<file path="src/rssp_cfg.svh">
// constants for the reset strap and status pin block
// assumes every includer relies on the guard against double inclusion
`ifndef RSSP_CFG_SVH
`define RSSP_CFG_SVH
`define RSSP_NUM_PORTS      4
`define RSSP_STRAP_WIDTH    3
`define RSSP_IDX_SERIAL     0
`define RSSP_IDX_PWRSUP     1
`define RSSP_IDX_POL        2
`define RSSP_STRAP_RST      3'h0
`define RSSP_SETTLE_CYCLES  4'h3
`endif

</file>
<file path="src/rssp_pkg.sv">
// types for the reset strap and status pin block
// assumes rssp_cfg.svh is on the include path
`include "rssp_cfg.svh"
package rssp_pkg;
    typedef enum logic [2:0] {
        RSSP_ST_SETTLE = 3'b001,
        RSSP_ST_SAMPLE = 3'b010,
        RSSP_ST_RUN    = 3'b100
    } rssp_state_t;
    typedef logic [`RSSP_NUM_PORTS-1:0] rssp_port_vec_t;
endpackage : rssp_pkg

</file>
<file path="src/rssp_strap_hold.sv">
// holds strap values captured once, on the capture_en pulse after reset release
// assumes capture_en pulses once per reset
`timescale 1ns/1ns
`include "rssp_cfg.svh"
module rssp_strap_hold (
    input  wire logic        core_clk,
    input  wire logic        rst_n,
    input  wire logic        capture_en,
    input  wire logic [2:0]  strap_in,
    output logic      [2:0]  strap_q
);
    always_ff @(posedge core_clk or negedge rst_n)
    begin
        if (!rst_n)
            strap_q <= `RSSP_STRAP_RST;
        else if (capture_en)
            strap_q <= strap_in;
    end
endmodule : rssp_strap_hold

</file>
<file path="src/rssp_top.sv">
// strap capture, serial pin routing, power control and status outputs
// assumes strap pins are pulled to level while reset is asserted
// Function
// - serial strap low: data pin is the bidirectional smbus data line.
// - serial strap sampled a few cycles after release; high i2c controller, low smbus target.
// - with status enabled, serial pin drives high while link suspended.
// - power strap low enables power switching and overcurrent; high disables both.
// - with switching, per-port power control and charge enable outputs driven.
// - in smbus mode, power strap level sets smbus target address bit 1.
// - with status enabled, power pin drives high when superspeed connected.
// - polarity strap low gives active-low power control, high active-high.
// - serial strap high: clock and data pins drive an external i2c eeprom.
// - serial strap low: clock pin is smbus clock from external host.
`timescale 1ns/1ns
`include "rssp_cfg.svh"
module rssp_top
    import rssp_pkg::*;
(
    input  wire logic                     core_clk,
    input  wire logic                     rst_n,
    input  wire logic                     serial_mode_pin_i,
    input  wire logic                     power_switch_pin_i,
    input  wire logic                     power_ctl_polarity_pin_i,
    output logic                          serial_mode_pin_o,
    output logic                          serial_mode_pin_oe,
    output logic                          power_switch_pin_o,
    output logic                          power_switch_pin_oe,
    output logic                          power_ctl_polarity_pin_oe,
    input  wire logic                     status_output_enable,
    input  wire logic                     ss_suspended,
    input  wire logic                     ss_connected,
    input  wire rssp_pkg::rssp_port_vec_t port_power_req,
    input  wire rssp_pkg::rssp_port_vec_t charge_req,
    input  wire rssp_pkg::rssp_port_vec_t overcurrent_n_i,
    input  wire logic                     scl_i,
    input  wire logic                     sda_i,
    input  wire logic                     ctl_scl_o,
    input  wire logic                     ctl_scl_oe,
    input  wire logic                     ctl_sda_o,
    input  wire logic                     ctl_sda_oe,
    input  wire logic                     tgt_sda_o,
    input  wire logic                     tgt_sda_oe,
    output logic                          scl_o,
    output logic                          scl_oe,
    output logic                          sda_o,
    output logic                          sda_oe,
    output logic                          tgt_scl_q,
    output logic                          tgt_sda_q,
    output logic                          ctl_scl_in_q,
    output logic                          ctl_sda_in_q,
    output logic                          straps_valid,
    output logic                          i2c_controller_mode,
    output logic                          smbus_target_mode,
    output logic                          power_switch_supported,
    output logic                          smbus_addr_bit1_strap,
    output logic                          power_ctl_active_high,
    output rssp_pkg::rssp_port_vec_t      port_power_ctl_out,
    output rssp_pkg::rssp_port_vec_t      charge_enable_out,
    output rssp_pkg::rssp_port_vec_t      overcurrent_flag
);
    import rssp_pkg::*;

    rssp_state_t state_q;
    logic [3:0]  settle_q;
    logic        capture;
    logic [2:0]  strap_in;
    logic [2:0]  strap_q;

    // run-state decode shared by the strap, status and serial pin stages; the per-port stage does not use it
    function automatic logic is_run(input rssp_state_t st);
        return (st == RSSP_ST_RUN);
    endfunction : is_run

    // straps sampled a few cycles after release so pins have settled
    always_ff @(posedge core_clk or negedge rst_n)
    begin
        if (!rst_n)
        begin
            state_q  <= RSSP_ST_SETTLE;
            settle_q <= 4'h0;
        end
        else
        begin
            case (state_q)
                RSSP_ST_SETTLE:
                begin
                    settle_q <= settle_q + 4'h1;
                    if (settle_q == `RSSP_SETTLE_CYCLES)
                        state_q <= RSSP_ST_SAMPLE;
                end
                RSSP_ST_SAMPLE: state_q <= RSSP_ST_RUN;
                RSSP_ST_RUN:    state_q <= RSSP_ST_RUN;
                default:        state_q <= RSSP_ST_SETTLE;
            endcase
        end
    end

    assign capture = (state_q == RSSP_ST_SAMPLE);
    assign strap_in = {power_ctl_polarity_pin_i, power_switch_pin_i, serial_mode_pin_i};

    rssp_strap_hold u_hold (
        .core_clk   (core_clk),
        .rst_n      (rst_n),
        .capture_en (capture),
        .strap_in   (strap_in),
        .strap_q    (strap_q)
    );

    always_ff @(posedge core_clk or negedge rst_n)
    begin
        if (!rst_n)
        begin
            straps_valid           <= 1'b0;
            i2c_controller_mode    <= 1'b0;
            smbus_target_mode      <= 1'b0;
            power_switch_supported <= 1'b0;
            smbus_addr_bit1_strap  <= 1'b0;
            power_ctl_active_high  <= 1'b0;
        end
        else
        begin
            straps_valid           <= is_run(state_q);
            i2c_controller_mode    <= is_run(state_q) &&  strap_q[`RSSP_IDX_SERIAL];
            smbus_target_mode      <= is_run(state_q) && !strap_q[`RSSP_IDX_SERIAL];
            power_switch_supported <= is_run(state_q) && !strap_q[`RSSP_IDX_PWRSUP];
            smbus_addr_bit1_strap  <= is_run(state_q) && !strap_q[`RSSP_IDX_SERIAL]
                                      && strap_q[`RSSP_IDX_PWRSUP];
            power_ctl_active_high  <= strap_q[`RSSP_IDX_POL];
        end
    end

    // status outputs only after straps are latched
    always_ff @(posedge core_clk or negedge rst_n)
    begin
        if (!rst_n)
        begin
            serial_mode_pin_o         <= 1'b0;
            serial_mode_pin_oe        <= 1'b0;
            power_switch_pin_o        <= 1'b0;
            power_switch_pin_oe       <= 1'b0;
            power_ctl_polarity_pin_oe <= 1'b0;
        end
        else
        begin
            serial_mode_pin_oe        <= is_run(state_q) && status_output_enable;
            serial_mode_pin_o         <= ss_suspended;
            power_switch_pin_oe       <= is_run(state_q) && status_output_enable;
            power_switch_pin_o        <= ss_connected;
            power_ctl_polarity_pin_oe <= 1'b0;
        end
    end

    // serial pins: controller drives eeprom, or target answers an smbus host
    always_ff @(posedge core_clk or negedge rst_n)
    begin
        if (!rst_n)
        begin
            scl_o        <= 1'b0;
            scl_oe       <= 1'b0;
            sda_o        <= 1'b0;
            sda_oe       <= 1'b0;
            tgt_scl_q    <= 1'b1;
            tgt_sda_q    <= 1'b1;
            ctl_scl_in_q <= 1'b1;
            ctl_sda_in_q <= 1'b1;
        end
        else if (!is_run(state_q))
        begin
            scl_oe <= 1'b0;
            sda_oe <= 1'b0;
        end
        else if (strap_q[`RSSP_IDX_SERIAL])
        begin
            scl_o        <= ctl_scl_o;
            scl_oe       <= ctl_scl_oe;
            sda_o        <= ctl_sda_o;
            sda_oe       <= ctl_sda_oe;
            ctl_scl_in_q <= scl_i;
            ctl_sda_in_q <= sda_i;
            tgt_scl_q    <= 1'b1;
            tgt_sda_q    <= 1'b1;
        end
        else
        begin
            scl_o        <= 1'b0;
            scl_oe       <= 1'b0;
            tgt_scl_q    <= scl_i;
            sda_o        <= tgt_sda_o;
            sda_oe       <= tgt_sda_oe;
            tgt_sda_q    <= sda_i;
            ctl_scl_in_q <= 1'b1;
            ctl_sda_in_q <= 1'b1;
        end
    end

    // per-port power and charge; idle ports sit at the inactive level once polarity is latched; power control is low in reset, high until then
    genvar p;
    generate
        for (p = 0; p < `RSSP_NUM_PORTS; p = p + 1)
        begin : g_port
            always_ff @(posedge core_clk or negedge rst_n)
            begin
                if (!rst_n)
                begin
                    port_power_ctl_out[p] <= 1'b0;
                    charge_enable_out[p]  <= 1'b0;
                    overcurrent_flag[p]   <= 1'b0;
                end
                else
                begin
                    // xnor with the latched polarity gives the physical pin level
                    port_power_ctl_out[p] <= (power_switch_supported && port_power_req[p])
                                             ~^ power_ctl_active_high;
                    charge_enable_out[p]  <= power_switch_supported && charge_req[p];
                    overcurrent_flag[p]   <= power_switch_supported && !overcurrent_n_i[p];
                end
            end
        end
    endgenerate
endmodule : rssp_top

</file>
<file path="config.mk">
export PLATFORM = sky130hd
export DESIGN_NAME = rssp_top
export DESIGN_NICKNAME = d
export VERILOG_FILES = /design/src/rssp_pkg.sv /design/src/rssp_strap_hold.sv /design/src/rssp_top.sv
export VERILOG_INCLUDE_DIRS = /design/src
export SDC_FILE = /design/constraint.sdc
export NUM_CORES = 1
export LEC_CHECK = 0
export CAP_MARGIN = 20
export CORE_UTILIZATION = 60
export CTS_CLUSTER_SIZE = 25
export DETAILED_ROUTE_END_ITERATION = 10
export DONT_BUFFER_PORTS = 1
export PLACE_DENSITY_LB_ADDON = 0.25
export SLEW_MARGIN = 0
export SYNTH_ARGS = -nofsm -noshare
export SYNTH_HDL_FRONTEND = slang
export SYNTH_HIERARCHICAL = 1
export SYNTH_SLANG_ARGS = --single-unit
</file>
<file path="constraint.sdc">
create_clock -name core_clk -period 5 [get_ports core_clk]
set_clock_uncertainty 0.15 [all_clocks]
set_input_delay 1 -clock core_clk [delete_from_list [all_inputs] [get_ports core_clk]]
set_output_delay 1 -clock core_clk [all_outputs]
set_load 0.05 [all_outputs]
</file>
==> results_dict.tcl, run 1 <==
set metrics [dict create \
    vias 737 \
    crit_arrival_ns 1.25 \
    path_clk_slew_ns 0.11 \
    syn_nets 135 \
    first_iter_violations 9 \
    drive_above_1_share_pct 19.4 \
    avgRoutedWirePerCell_um 14.3 \
    grt.overflow.total 0 \
    path_class "flip-flop to primary output" \
    routed_wl_mm 1.94 \
    hold_buffers 0 \
    clock-sinks 39 \
    layout.nets 136 \
    synth.area.top_cells "dfrtp_1 (60%), dfstp_2 (9.3%), mux2_2 (3.2%)" \
    dp_hpwl_mm 1.40 \
    status "complete, no violations" \
    tightest_slew_ns 0.861 \
    slew_viol_final 0 \
    hold_class "input port to asynchronous set/reset pin" \
    rows 17 \
    cts_resized 0 \
    yosysUniqueCellTypes 28 \
    period_minus_slack_ns 2.40 \
    die_w_um 50.5 \
    final-hold-violation-count 0 \
    antenna_cells 0 \
    finalSetupViolations 0 \
    ff2ff_setup_slack_ns 3.28 \
    grt_max_degree 40 \
    leakagePower_uw 0.000674 \
    slew_headroom_pct 42.7 \
    cts-root-buf "clkbuf_4" \
    core_um2 2210 \
    tns_ns 0 \
    die_area_um2 2550 \
    ir_drop_mv 0.222 \
    yosysTopAreaCell "dfrtp_1" \
    cp-start-kind "flip-flop" \
    synth_top_area_share_pct 60.3 \
    detail-route-antenna-nets 0 \
    globalRouteTotalUtil_pct 18.2 \
    r2r_cells 2 \
    grt_pass1_vias 675 \
    ys_ff_latch 39 \
    io_pins 59 \
    via_per_inst 5.42 \
    clk_path_buf_depth 2 \
    cts_htree_levels 2 \
    p_per_area_nw_per_um2 389 \
    maxCapViolCount 0 \
    rr_startpoint "state_q[0]" \
    dieHeight_um 50.5 \
    r2r-end "settle_q[1]" \
    clock_latency_ns 0.34 \
    drc_errors 0 \
    area_growth_pct 3.28 \
    yosys_warnings 6 \
    rsz0062_at_grt "no" \
    ys_seq_area_share_pct 69.6 \
    fin_util_pct 65.9 \
    io_buffers 0 \
    synthesis.area_um2 1410 \
    syn_area_per_cell_um2 13.3 \
    antenna_found_initial 0 \
    fmax_ghz 0.417 \
    firstDrtPassIters 4 \
    start_util_pct 63.8 \
    grt_pass1_wl_mm 3.13 \
    gp_congestion 0.671 \
    cts_tree "built" \
    post_cts_buffers 0 \
    cts_made_buffers 5 \
    finalCritPeriodShare_pct 48.0 \
    crit_path_end_kind "primary output" \
    required_ns 3.85 \
    postSynthCellCount 106 \
    path_max_fanout 2 \
]
[routing by layer]
layer  vias up  share of wire (%)  global-route usage (%)
li1        337                  -                       -
met5         -                  0                       0
met1       349                 39                    21.3
met4         0                1.4                    8.33
met3         5                 12                    12.4
met2        46                 48                    25.6
[cell usage in the layout, fill, tap and decap left out]
master,count
dfrtp_1,34
nand2_1,12
nor2_1,7
and2_1,5
xor2_1,5
clkbuf_4,5
dfstp_2,5
nor2b_1,4
mux2_2,4
o21ai_0,3
clkinv_2,2
nor3b_1,2
and2_2,2
mux2i_1,2
xnor2_1,2
inv_1,2
a31oi_1,2
or3b_1,1
and3_2,1
or2_2,1
nand4_1,1
nand3_1,1
and3_1,1
ha_1,1
conb_1,1
clkbuf_1,1
clkbuf_8,1
[per-stage QoR]
step | total power [uW] | hold WS, ns | area (um2) | instances | worst slack (ns)
after detailed placement | 412 | 0.215 | 1400 | 128 | 2.96
after CTS | 572 | 0.175 | 1460 | 136 | 2.59
final | 567 | 0.181 | 1460 | 136 | 2.60
after global routing | 592 | 0.148 | 1460 | 136 | 2.55
after global placement | 411 | 0.207 | 1400 | 128 | 2.96
after floorplan | 409 | 0.200 | 1410 | 106 | 2.96
[cell families after synthesis]
| logic type | count (synthesis) | share of synthesized area [%] |
|---|---|---|
| fa+ha+maj | 1 | 0.886 |
| buf+inv | 9 | 4.34 |
| simple gates | 38 | 14.0 |
| mux | 6 | 4.61 |
| xor+xnor | 7 | 4.34 |
| other cells | 1 | 0.266 |
| compound gates | 5 | 1.95 |
| flops | 39 | 69.6 |
[final cells by class]
cell class                 count  area [um2]
tap                           28        35.0
multi-input combinational     58         368
inverter                       3        12.5
fill                         162         754
clock buffer                   7        55.1
sequential                    39         982
clock inverter                 1        5.00
[report_power, final]
group          total, uW  switching (uW)  internal [uW]
registers            392            60.5            331
clock network        162            93.9           68.2
logic               13.7            6.42           7.33
total                567             161            406
[Yosys cell counts (all sizes together)]
master and count:
dfrtp 34, nand2 12, and2 7, nor2 7, dfstp 5, xor2 5
buf 4, mux2 4, nor2b 4, o21ai 3, a31oi 2, and3 2
clkbuf 2, inv 2, mux2i 2, nor3b 2, xnor2 2, clkinv 1
conb 1, ha 1, nand3 1, nand4 1, or2 1, or3b 1
[flip-flops by register name, indices dropped and copies added, names as in the netlist, 3 cells and up]
| register | cells |
|---|---|
| charge_enable_out | 4 |
| overcurrent_flag | 4 |
| port_power_ctl_out | 4 |
| settle_q | 4 |
| state_q | 3 |
| u_hold/strap_q | 3 |
[worst max-delay path by stage]
stage	to	depth (start not counted)	startpoint	slack, ns
3_5_place_dp	power_switch_pin_oe	0	power_switch_pin_oe	2.96
4_1_cts	power_switch_pin_oe	0	power_switch_pin_oe	2.59
5_1_grt	power_switch_pin_oe	0	power_switch_pin_oe	2.55
3_3_place_gp	power_switch_pin_oe	0	power_switch_pin_oe	2.96
6_report	power_switch_pin_oe	0	power_switch_pin_oe	2.60
2_1_floorplan	serial_mode_pin_oe	1	power_switch_pin_oe	2.96
(Power assumes the default switching activity.)
==> run 2, diff against run 1 <==
- clock period: 5 -> 2.5 ns (I/O delays scaled with it)
==> results_dict.tcl, run 2 (synthesis results as in run 1) <==
set metrics [dict create \
    status "complete, no violations" \
    rr_startpoint "state_q[0]" \
    maxCapViolCount 0 \
    die_w_um 50.5 \
    rsz0062_at_grt "no" \
    tns_ns 0 \
    path_class "flip-flop to primary output" \
    tightest_slew_ns 0.745 \
    hold_buffers 2 \
    fmax_ghz 0.545 \
    setup_ws_ns 0.665 \
    grt_max_degree 40 \
    globalRouteTotalUtil_pct 21.3 \
    die_area_um2 2550 \
    dieHeight_um 50.5 \
    p_per_area_nw_per_um2 875 \
    crit_path_end_kind "primary output" \
    finalCritPeriodShare_pct 73.4 \
    detail-route-antenna-nets 0 \
    rows 17 \
    ff2ff_setup_slack_ns 0.79 \
    io_buffers 0 \
    post_cts_buffers 0 \
    start_util_pct 63.8 \
    nFillCells 158 \
    slew_headroom_pct 50.3 \
    first_iter_violations 4 \
    slew_viol_final 0 \
    routed_wl_mm 2.25 \
    avgRoutedWirePerCell_um 16.2 \
    final-hold-violation-count 0 \
    layout_common_cells "dfrtp_1 (34), nand2_1 (12), nor2_1 (7)" \
    cts_htree_levels 2 \
    period_minus_slack_ns 1.84 \
    grt_pass1_wl_mm 3.57 \
    gp_congestion 0.730 \
    path_clk_slew_ns 0.10 \
    grt_pass1_vias 732 \
    path_max_fanout 13 \
    drc_errors 0 \
    io_pins 59 \
    area_growth_pct 8.86 \
    cts-root-buf "clkbuf_4" \
    cts_resized 0 \
    cts_tree "built" \
    dp_hpwl_mm 1.47 \
    cts_made_buffers 5 \
    grt.overflow.total 0 \
    cp-start-kind "flip-flop" \
    hold_class "input port to flip-flop" \
    antenna_cells 0 \
    clk_path_buf_depth 2 \
    via_per_inst 5.44 \
    core_um2 2210 \
    drive_above_1_share_pct 20.7 \
    clock_latency_ns 0.35 \
    clock-sinks 39 \
    vias 756 \
    finalSetupViolations 0 \
    required_ns 1.85 \
    min_from "ss_connected" \
    leakagePower_uw 0.000709 \
    final_common_cell "dfrtp_1" \
    dp_slack_ns 0.813 \
    layout.nets 139 \
    fin_util_pct 69.5 \
    firstDrtPassIters 4 \
    crit_start "power_switch_supported" \
    ir_drop_mv 0.539 \
    antenna_found_initial 0 \
    crit_arrival_ns 1.19 \
]
[run 2: layer usage]
metal	wire length (um)	part of all wire [%]	track usage [%]
met1	893	40	24.7
met5	0	0	0
met2	1080	48	31.3
met4	70	3.1	16.7
met3	206	9.1	8.18
[run 2: worst paths after layout]
path                                           to  cells past startpoint
setup / recovery           power_switch_supported                      0
hold / removal                 power_switch_pin_o                      0
setup reg to reg                      settle_q[1]                      2
hold reg to reg             power_ctl_active_high                      0
max in group asynchronous            ctl_scl_in_q                      2
min in group asynchronous             settle_q[3]                      2
[run 2: through the flow]
stage	area, um2	instances	hold slack [ns]	power (uW)
6_report	1540	139	0.0214	1340
4_1_cts	1540	139	0.00840	1350
3_5_place_dp	1410	129	0.0551	827
3_3_place_gp	1410	129	0.0551	823
2_1_floorplan	1410	106	0.0544	819
5_1_grt	1540	139	0.00279	1380
[run 2: area by class of cell]
class	count	area [um2]	area share, %
Clock buffer	6	41.3	2.69
Clock inverter	2	60.1	3.91
Inverter	3	12.5	0.814
Multi-Input combinational cell	58	368	23.9
Sequential cell	39	982	63.9
Tap cell	28	35.0	2.28
Timing Repair Buffer	3	37.5	2.44
[run 2: report_power, final]
group	switching, uW	leakage [uW]	internal (uW)
logic	32.3	0.000194	20.0
registers	116	0.000463	662
clock network	201	0.0000525	312
